<file path="src/hdl/ceel_pkg.sv">
// constants, codes and helpers of the communication error event log
`default_nettype none
package ceel_pkg;

  // holding register addresses of the log, as seen on the register map
  localparam logic [15:0] ADDR_SOURCE = 16'h9cec;
  localparam logic [15:0] ADDR_COMMAND = 16'h9ced;
  localparam logic [15:0] ADDR_REQUEST = 16'h9cee;
  localparam logic [15:0] ADDR_CAUSE = 16'h9cef;
  localparam logic [15:0] ADDR_MASK1_HI = 16'h9cf0;
  localparam logic [15:0] ADDR_MASK1_LO = 16'h9cf1;
  localparam logic [15:0] ADDR_MASK2_HI = 16'h9cf2;
  localparam logic [15:0] ADDR_MASK2_LO = 16'h9cf3;

  // word count and word positions inside the record
  localparam int LOG_WORDS = 8;
  localparam logic [2:0] IDX_SOURCE = 3'h0;
  localparam logic [2:0] IDX_COMMAND = 3'h1;
  localparam logic [2:0] IDX_REQUEST = 3'h2;
  localparam logic [2:0] IDX_CAUSE = 3'h3;
  localparam logic [2:0] IDX_MASK1_HI = 3'h4;
  localparam logic [2:0] IDX_MASK1_LO = 3'h5;
  localparam logic [2:0] IDX_MASK2_HI = 3'h6;
  localparam logic [2:0] IDX_MASK2_LO = 3'h7;

  // reset value of every log word
  localparam logic [15:0] LOG_RESET = 16'h0000;

  // port on which the error arose
  typedef enum logic [1:0] {
    CEEL_PORT_TOKEN_BUS = 2'b00,
    CEEL_PORT_NETWORK = 2'b01,
    CEEL_PORT_RS232 = 2'b10,
    CEEL_PORT_RS485 = 2'b11
  } ceel_port_e;

  // cause codes, device level then protocol level
  localparam logic [15:0] CAUSE_BAD_PASSWORD = 16'h0001;
  localparam logic [15:0] CAUSE_CHECKSUM = 16'h0002;
  localparam logic [15:0] CAUSE_RANGE = 16'h0003;
  localparam logic [15:0] CAUSE_BAD_BLOCK = 16'h0004;
  localparam logic [15:0] CAUSE_DATA_RANGE = 16'h0005;
  localparam logic [15:0] CAUSE_BAD_DATA = 16'h0006;
  localparam logic [15:0] CAUSE_LOCKED = 16'h0007;
  localparam logic [15:0] CAUSE_CROSS_GROUP = 16'h0008;
  localparam logic [15:0] CAUSE_BREAKER = 16'h0009;
  localparam logic [15:0] CAUSE_BELOW_MIN = 16'h000a;
  localparam logic [15:0] CAUSE_ABOVE_MAX = 16'h000b;
  localparam logic [15:0] CAUSE_OUT_OF_STEP = 16'h000c;
  localparam logic [15:0] CAUSE_BAD_REFERENCE = 16'h0020;
  localparam logic [15:0] CAUSE_TOO_MANY_REGS = 16'h0021;
  localparam logic [15:0] CAUSE_BAD_FUNCTION = 16'h0022;
  localparam logic [15:0] CAUSE_BAD_RECORD = 16'h0023;

  // true when a register address falls inside the log window
  function automatic logic ceel_in_log(input logic [15:0] addr);
    return (addr >= ADDR_SOURCE) && (addr <= ADDR_MASK2_LO);
  endfunction

  // true for every cause code that the log defines
  function automatic logic ceel_cause_ok(input logic [15:0] cause);
    return ((cause >= CAUSE_BAD_PASSWORD) && (cause <= CAUSE_OUT_OF_STEP))
      || ((cause >= CAUSE_BAD_REFERENCE) && (cause <= CAUSE_BAD_RECORD));
  endfunction

  // command word: function code alone, or command over subcommand
  function automatic logic [15:0] ceel_cmd_word(input logic modbus,
      input logic [7:0] func, input logic [7:0] cmd,
      input logic [7:0] sub);
    return modbus ? {8'h00, func} : {cmd, sub};
  endfunction

endpackage
`default_nettype wire

</file>
<file path="src/hdl/ceel_rec_if.sv">
// record carrier between the log front end and the word store
`default_nettype none
interface ceel_rec_if;
  logic wr;
  logic [15:0] wr_word [ceel_pkg::LOG_WORDS];
  logic [15:0] log_word [ceel_pkg::LOG_WORDS];

  modport writer (output wr, output wr_word, input log_word);
  modport store (input wr, input wr_word, output log_word);
endinterface
`default_nettype wire

</file>
<file path="src/hdl/ceel_store.sv">
// eight word store that holds the most recent error record
`default_nettype none
module ceel_store (
  // clock and reset
  input wire logic i_ref_clk,
  input wire logic i_resetn,
  // record carrier
  ceel_rec_if.store rec
);

  logic [15:0] word_reg [ceel_pkg::LOG_WORDS];

  // all words load together so a reader never sees a mixed record
  always_ff @(posedge i_ref_clk or negedge i_resetn) begin
    if (!i_resetn) begin
      for (int i = 0; i < ceel_pkg::LOG_WORDS; i++) begin
        word_reg[i] <= ceel_pkg::LOG_RESET;
      end
    end else if (rec.wr) begin
      for (int i = 0; i < ceel_pkg::LOG_WORDS; i++) begin
        word_reg[i] <= rec.wr_word[i];
      end
    end
  end

  // reads look straight at the store and never disturb it
  assign rec.log_word = word_reg;

endmodule
`default_nettype wire

</file>
<file path="src/hdl/ceel_top.sv">
// communication error event log: record capture, exception and readback
`default_nettype none

// Function
// - a rejected command is answered with an exception, not a normal reply
// - eight registers hold only the latest error, from any port
// - source word: 0 token bus, 1 network, 2 RS232, 3 RS485
// - command word: function code, or command high and subcommand low
// - request word holds the register address of the failed request
// - cause codes 1 to 12 name device level faults
// - cause codes 32 to 35 name protocol level faults
// - control write masks stored high word first, then low word
module ceel_top (
  // clock and reset
  input wire logic i_ref_clk,
  input wire logic i_resetn,
  // rejected command report from the protocol engines
  input wire logic i_err_valid,
  input wire logic [1:0] i_err_port,
  input wire logic i_err_modbus,
  input wire logic [7:0] i_err_func,
  input wire logic [7:0] i_err_cmd,
  input wire logic [7:0] i_err_subcmd,
  input wire logic [15:0] i_err_addr,
  input wire logic [15:0] i_err_cause,
  input wire logic i_err_ctrl_write,
  input wire logic [31:0] i_err_mask1,
  input wire logic [31:0] i_err_mask2,
  // exception answer towards the requester
  output logic o_exc_valid,
  output logic [1:0] o_exc_port,
  output logic [15:0] o_exc_cause,
  // holding register read port
  input wire logic i_rd_req,
  input wire logic [15:0] i_rd_addr,
  output logic o_rd_valid,
  output logic o_rd_hit,
  output logic [15:0] o_rd_data
);

  ceel_rec_if rec ();

  // the read index is three bits wide, so the record must be eight words;
  // a longer record would need a wider index and a longer address window
  if (ceel_pkg::LOG_WORDS != 8) begin : g_words_check
    $error("record must hold eight words");
  end

  logic exc_valid_reg;
  logic [1:0] exc_port_reg;
  logic [15:0] exc_cause_reg;
  logic rd_valid_reg;
  logic rd_hit_reg;
  logic [15:0] rd_data_reg;

  wire logic [15:0] mask1_hi_w;
  wire logic [15:0] mask1_lo_w;
  wire logic [15:0] mask2_hi_w;
  wire logic [15:0] mask2_lo_w;
  wire logic rd_hit_w;
  wire logic [15:0] rd_off_w;
  wire logic [2:0] rd_idx_w;
  wire logic [15:0] rd_word_w;

  ceel_store u_store (
    .i_ref_clk(i_ref_clk),
    .i_resetn(i_resetn),
    .rec(rec.store)
  );

  // masks are only meaningful for control writes; others log zero so a
  // stale mask of an earlier error cannot be mistaken for this one
  assign mask1_hi_w = i_err_ctrl_write ? i_err_mask1[31:16] : 16'h0000;
  assign mask1_lo_w = i_err_ctrl_write ? i_err_mask1[15:0] : 16'h0000;
  assign mask2_hi_w = i_err_ctrl_write ? i_err_mask2[31:16] : 16'h0000;
  assign mask2_lo_w = i_err_ctrl_write ? i_err_mask2[15:0] : 16'h0000;

  // record assembly: every word is rewritten on each error
  assign rec.wr = i_err_valid;
  assign rec.wr_word[ceel_pkg::IDX_SOURCE] = {14'h0000, i_err_port};
  assign rec.wr_word[ceel_pkg::IDX_COMMAND] = ceel_pkg::ceel_cmd_word(
    i_err_modbus, i_err_func, i_err_cmd, i_err_subcmd);
  assign rec.wr_word[ceel_pkg::IDX_REQUEST] = i_err_addr;
  // cause is logged as reported; both code families pass through
  assign rec.wr_word[ceel_pkg::IDX_CAUSE] = i_err_cause;
  assign rec.wr_word[ceel_pkg::IDX_MASK1_HI] = mask1_hi_w;
  assign rec.wr_word[ceel_pkg::IDX_MASK1_LO] = mask1_lo_w;
  assign rec.wr_word[ceel_pkg::IDX_MASK2_HI] = mask2_hi_w;
  assign rec.wr_word[ceel_pkg::IDX_MASK2_LO] = mask2_lo_w;

  // exception answer, one cycle after the rejected command
  always_ff @(posedge i_ref_clk or negedge i_resetn) begin
    if (!i_resetn) begin
      exc_valid_reg <= 1'b0;
      exc_port_reg <= 2'b00;
      exc_cause_reg <= 16'h0000;
    end else begin
      exc_valid_reg <= i_err_valid;
      if (i_err_valid) begin
        exc_port_reg <= i_err_port;
        exc_cause_reg <= i_err_cause;
      end
    end
  end

  // read decode; the record is only looked at, never cleared
  assign rd_hit_w = ceel_pkg::ceel_in_log(i_rd_addr);
  assign rd_off_w = i_rd_addr - ceel_pkg::ADDR_SOURCE;
  assign rd_idx_w = rd_off_w[2:0];
  assign rd_word_w = rd_hit_w ? rec.log_word[rd_idx_w] : 16'h0000;

  // read answer; a read in the cycle of an error still sees the old record
  always_ff @(posedge i_ref_clk or negedge i_resetn) begin
    if (!i_resetn) begin
      rd_valid_reg <= 1'b0;
      rd_hit_reg <= 1'b0;
      rd_data_reg <= 16'h0000;
    end else begin
      rd_valid_reg <= i_rd_req;
      rd_hit_reg <= i_rd_req && rd_hit_w;
      if (i_rd_req) begin
        rd_data_reg <= rd_word_w;
      end
    end
  end

  assign o_exc_valid = exc_valid_reg;
  assign o_exc_port = exc_port_reg;
  assign o_exc_cause = exc_cause_reg;
  assign o_rd_valid = rd_valid_reg;
  assign o_rd_hit = rd_hit_reg;
  assign o_rd_data = rd_data_reg;

  // check side decode, written out register by register instead of the
  // offset arithmetic of the read path, so a slip there cannot hide
  wire logic chk_in_log_w;
  wire logic [15:0] chk_rd_word_w;

  assign chk_in_log_w = (i_rd_addr >= ceel_pkg::ADDR_SOURCE)
    && (i_rd_addr <= ceel_pkg::ADDR_MASK2_LO);
  assign chk_rd_word_w =
    (i_rd_addr == ceel_pkg::ADDR_SOURCE)
      ? rec.log_word[ceel_pkg::IDX_SOURCE] :
    (i_rd_addr == ceel_pkg::ADDR_COMMAND)
      ? rec.log_word[ceel_pkg::IDX_COMMAND] :
    (i_rd_addr == ceel_pkg::ADDR_REQUEST)
      ? rec.log_word[ceel_pkg::IDX_REQUEST] :
    (i_rd_addr == ceel_pkg::ADDR_CAUSE)
      ? rec.log_word[ceel_pkg::IDX_CAUSE] :
    (i_rd_addr == ceel_pkg::ADDR_MASK1_HI)
      ? rec.log_word[ceel_pkg::IDX_MASK1_HI] :
    (i_rd_addr == ceel_pkg::ADDR_MASK1_LO)
      ? rec.log_word[ceel_pkg::IDX_MASK1_LO] :
    (i_rd_addr == ceel_pkg::ADDR_MASK2_HI)
      ? rec.log_word[ceel_pkg::IDX_MASK2_HI] :
    (i_rd_addr == ceel_pkg::ADDR_MASK2_LO)
      ? rec.log_word[ceel_pkg::IDX_MASK2_LO] : 16'h0000;
endmodule
`default_nettype wire

</file>
<file path="config.mk">
export PLATFORM = sky130hd
export DESIGN_NAME = ceel_top
export DESIGN_NICKNAME = d
export VERILOG_FILES = /design/src/hdl/ceel_pkg.sv /design/src/hdl/ceel_rec_if.sv /design/src/hdl/ceel_store.sv /design/src/hdl/ceel_top.sv
export SDC_FILE = /design/constraint.sdc
export NUM_CORES = 1
export LEC_CHECK = 0
export ABC_AREA = 1
export BUFFER_PORTS_ARGS = -buffer_cell sky130_fd_sc_hd__buf_2
export CORE_AREA = 2 2 145 147
export CTS_BUF_LIST = sky130_fd_sc_hd__clkbuf_4
export DETAILED_ROUTE_END_ITERATION = 6
export DIE_AREA = 0 0 147 149
export HOLD_SLACK_MARGIN = 0.15
export PLACE_DENSITY = 0.65
export SLEW_MARGIN = 10
export SYNTH_ARGS = -nofsm -noshare
export SYNTH_HDL_FRONTEND = slang
export SYNTH_HIERARCHICAL = 1
export SYNTH_SLANG_ARGS = --single-unit
</file>
<file path="constraint.sdc">
create_clock -name i_ref_clk -period 1.91 [get_ports i_ref_clk]
set_input_delay 0.0955 -clock i_ref_clk [delete_from_list [all_inputs] [get_ports i_ref_clk]]
set_output_delay 0.0955 -clock i_ref_clk [all_outputs]
set_load 0.01 [all_outputs]
</file>
== Yosys cells after proc, flatten, opt, wreduce, memory -nomap -nowiden ==
Index checks and enable logic that the tools add are counted.
Word-level totals
  word-level logic and storage cells: 28
  output and inout bits: 37
  input bits: 144
  bits in registers: 133
Cells by class
  reductions and logical operators: 2
  add/subtract/negate cells: 1
  magnitude comparators: 3
  multiplexer cells: 9
  bitwise logic cells: 1
Operators by type and width (number)
  16-bit 2-to-1 mux: 8
  16-bit binary-select mux with 3-bit select: 1
  16-bit greater-or-equal comparator (second input constant): 1
  16-bit <= comparator (second input constant): 1
  4-bit greater-or-equal comparator (second input constant): 1
  3-bit inverter with 4-bit output: 1
  3-bit subtractor (second input constant): 1
  1-bit logical AND: 2

== Longest topological paths before layout ==
  word-level depth: 6
  depth in mapped cells: 9
  mapped depth without buffers: 7

== Cells and area by module ==
Netlist, hierarchy kept.
Modules (own cells, without submodules)
  ceel_store: area an instance 4959.8 µm², times used 1, cells each 541, seq. area each 3203.1 µm²
  ceel_top: area an instance 3667.3 µm², times used 1, cells each 639, seq. area each 925.9 µm²

== Least setup slack after synthesis ==
No wires, ideal clock.
  path kind: in2reg
  start point: in i_err_modbus
  end point: reg u_store.word_reg (netlist bit u_store/rec.log_word[102])
  path slack: 917 ps
  buffers on the path: 2
  setup time: 116 ps
  stages: 5
  arrival: 877 ps
  required time: 1794 ps
  path through: buf_2 buf_2 mux2_2 nand2_1 nand2_1
RTL lines
  from (decl): line ceel_top.sv:20  | input wire logic i_err_modbus,
  to (signal, indexed assignment): line ceel_store.sv:17  | word_reg[i] <= ceel_pkg::LOG_RESET;
  to (signal, indexed assignment): line ceel_store.sv:21  | word_reg[i] <= rec.wr_word[i];
  to (decl): line ceel_store.sv:11  | logic [15:0] word_reg [ceel_pkg::LOG_WORDS];

==> results by group <==
Status
  • Status: completed

Clocking
  • Clock insertion delay at the later pin of the skew report: 590 ps
  • Largest buffer count on any clock path: 2
  • Clock Pin Slew Worst Setup and Hold Paths: 130 ps
  • Num CTS Buffers: 17
  • Clk root buf: clkbuf_4
  • CTS Sinks: 165
  • H-tree depth: 4
  • CTS tree: done

Critical path
  • R2r startpoint: u_store/rec.log_word[40]$_DFFE_PN0P_
  • Setup crit end kind: flip-flop
  • CP Class: primary input to flip-flop
  • FF-to-FF path depth: 6
  • Data arrival, critical path: 2350 ps
  • Critical path required time: 2430 ps
  • Reg2Reg Setup Slack: 190 ps
  • Crit path cell chain: dlygate4sd3_1, buf_4, buf_16, nand2_1, dlygate4sd3_1, nand2_1, dlygate4sd3_1
  • Startpoint types: primary input
  • Buf+Inv Stages, Crit Path: 5
  • CP top delay family: buffers and inverters
  • Crit Path Max Fanout: 41
  • Slowest stage delay, CP: 570 ps
  • Crit Reg-Reg Endpoint: o_rd_data[8]$_DFFE_PN0P_
  • Most used cell, CP: dlygate4sd3_1
  • Critical-path top delay cell: dlygate4sd3_1

Placed design
  • Port buffer count: 180
  • Cell Area, Placed: 0.009623 sq mm
  • Dpl hpwl: 16,180 microns
  • Routability Congestion: 0.8774

STA
  • Rel. slew slack: 40.04%
  • Worst slew pin tran: 899.3 ps
  • Final Skew: 16.99 ps
  • Final setup fails: 0
  • RSZ-0062 raised after global routing: false
  • Setup TNS: 0 ps
  • Final Max Slew Viols: 0
  • F_max: 0.5479 GHz
  • Final cycle utilization of the critical path: 95.55%
  • Min Tclk post-route: 1825 ps
  • Final hold vios: 0

Floorplan
  • Chip width: 147 microns
  • Core box area: 0.02056 sq mm
  • Die height: 149 microns
  • # IOs: 181
  • Die area: 0.02190 sq mm
  • # rows: 53
  • Starting density of the core: 41.97%

Detailed routing
  • Residual DRC count: 0
  • DR vias: 8,861
  • Avg Vias per Cell: 4.664
  • ANT nets after route: 0
  • DRT Pass-1 Iters: 7
  • Number of DRC markers in iteration 0: 642
  • Final Routed Wirelength: 27,860 microns
  • Mean routed wirelength per cell: 14.66 microns

Synthesis
  • Mux cell area share after synthesis: 3.394%
  • Sequential area share after synthesis: 47.86%
  • Mapped Area: 0.008627 sq mm
  • Synth Area in Compound Gates: 0%
  • Combinational family with the most area after synthesis: simple AND/OR/NAND/NOR gates
  • Synth Area in XOR/XNOR: 0%
  • Area share of fa/ha/maj cells after synthesis: 0%
  • Synth unique cells: 23
  • Synthesized flop and latch total: 165
  • Avg Inst Size Synth: 7.311 sq um
  • YS warnings: 6
  • Simple-gate area share of the yosys netlist: 36.59%
  • Post-Syn Instances: 1,180

Final layout
  • P&R area growth vs syn: 46.61%
  • Layout cells sized above 1: 16.45%
  • Design area: 0.01265 sq mm
  • Nets@finish: 1,754
  • Layout filler cell count: 1,778

Worst hold path
  • Hold Path End: o_rd_data[6]$_DFFE_PN0P_
  • HP Start: i_rd_addr[1]
  • Worst min-delay path category: primary input to flip-flop
  • Cell depth of the worst hold path: 5

Global route
  • Number of global-route vias before repair: 9,004
  • Largest net degree at the start of global routing: 86
  • Congestion Overflow GR: 0
  • Global-route wire length before repair: 44,640 microns
  • Antenna violations before repair: 2
  • Total track usage: 25.87%

Pwr
  • Worst vdd ir: 0.5642 mV
  • P_leak: 7.038 nW
  • Pwr per Cell Area: 622.9 mW/mm^2

Run
  • Maxcap violations: 0
==> registers in the layout (all words and copies together) (netlist names) <==
| signal | count |
|---|---|
| u_store/rec.log_word | 128 |
| o_rd_valid | 1 |
| o_rd_data | 16 |
| o_exc_cause | 16 |
| o_exc_port | 2 |
| o_exc_valid | 1 |
| o_rd_hit | 1 |
==> worst max path at each step <==
stage	from	end	slack, ps	cells past startpoint
finish	i_err_valid	u_store/rec.log_word[68]$_DFFE_PN0P_	80	7
global route	i_rd_addr[2]	o_rd_data[8]$_DFFE_PN0P_	80	9
CTS	i_rd_addr[2]	o_rd_data[7]$_DFFE_PN0P_	20	10
detailed placement	i_rd_addr[1]	o_rd_data[12]$_DFFE_PN0P_	560	7
global placement	i_rd_addr[1]	o_rd_data[11]$_DFFE_PN0P_	570	7
floorplan	i_err_modbus	u_store/rec.log_word[102]$_DFFE_PN0P_	920	5
==> Yosys cell counts <==
master    instances  share of area (%)
nor3_1            1              0.058
nand3b_1          2               0.17
or2_0            28                2.0
or2_2             4               0.29
nand3_1          80                4.6
nand3b_4          1               0.23
buf_2            12               0.70
dfrtp_1         165                 48
buf_1             4               0.17
nand3_2           1               0.12
nor2_1           76                3.3
conb_1            1              0.043
mux2_2           26                3.4
inv_1           141                6.1
clkbuf_1         13               0.57
nand4_1           1              0.073
nand2_2           1              0.073
inv_6             1               0.10
buf_4             6               0.52
buf_6            29                3.8
inv_2             3               0.13
nand2_1         583                 25
nor2_8            1               0.23
==> power by group <==
group	switching (W)	internal (W)	total (W)
Combinational	0.000856	0.000843	0.00170
Clock	0.00132	0.000957	0.00227
Sequential	0.000149	0.00376	0.00391
==> cells by family after synthesis <==
kind of cell  after synthesis
buf+inv                   209
flops                     165
mux                        26
other cells                 1
simple gates              779
==> cells in the final DEF, fill, tap and decap left out, drive strengths merged <==
cell type	n
nand2	584
dlygate4sd3	265
buf	196
dfrtp	165
inv	148
nand3	81
nor2	77
or2	32
mux2	26
clkbuf	20
conb	14
clkinv	4
bufinv	3
clkinvlp	3
nand3b	3
diode	2
nand4	1
nor3	1
==> area by class of cell <==
class | instances | area (sq um) | area share, %
Sequential cell | 165 | 4129 | 32.64
Timing Repair Buffer | 462 | 3802 | 30.06
Multi-Input combinational cell | 819 | 3502 | 27.69
Inverter | 145 | 550.5 | 4.353
Tap cell | 275 | 344.1 | 2.720
Clock inverter | 13 | 172.7 | 1.365
Clock buffer | 19 | 142.6 | 1.128
Antenna cell | 2 | 5.005 | 0.03957
==> metrics by stage <==
| stage | utilization, % | power, W | worst slack [ps] | cells | hold WS, ps |
|---|---|---|---|---|---|
| final | 61.53 | 0.007878 | 84.98 | 1900 | 152.7 |
| after global routing | 61.53 | 0.008313 | 77.68 | 1900 | 186.6 |
| after CTS | 61.15 | 0.007835 | 24.40 | 1893 | 153.5 |
| after detailed placement | 46.81 | 0.005178 | 563.1 | 1599 | 46.70 |
| after global placement | 46.81 | 0.005163 | 571.8 | 1599 | 54.21 |
| after floorplan | - | 0.004704 | 916.7 | 1193 | -200.1 |
==> worst register-to-register path, delay by kind of cell (launching register included) <==
family | cells | cell delay [ps]
buf+inv | 1 | 570
simple gates | 5 | 650
flops | 1 | 410
==> routing by layer <==
layer,share of wire (%),global-route usage (%)
met2,50,44.69
met3,6.3,5.535
met1,41,32.34
met5,0,0
met4,2.8,8.990
==> what timing repair did <==
item	CTS	global route
resized for setup	0	1
hold endpoints to repair	316	8
endpoints found under the setup margin	0	9
setup buffers	0	0
hold buffers	262	5
Power figures use the tool's default switching activity.
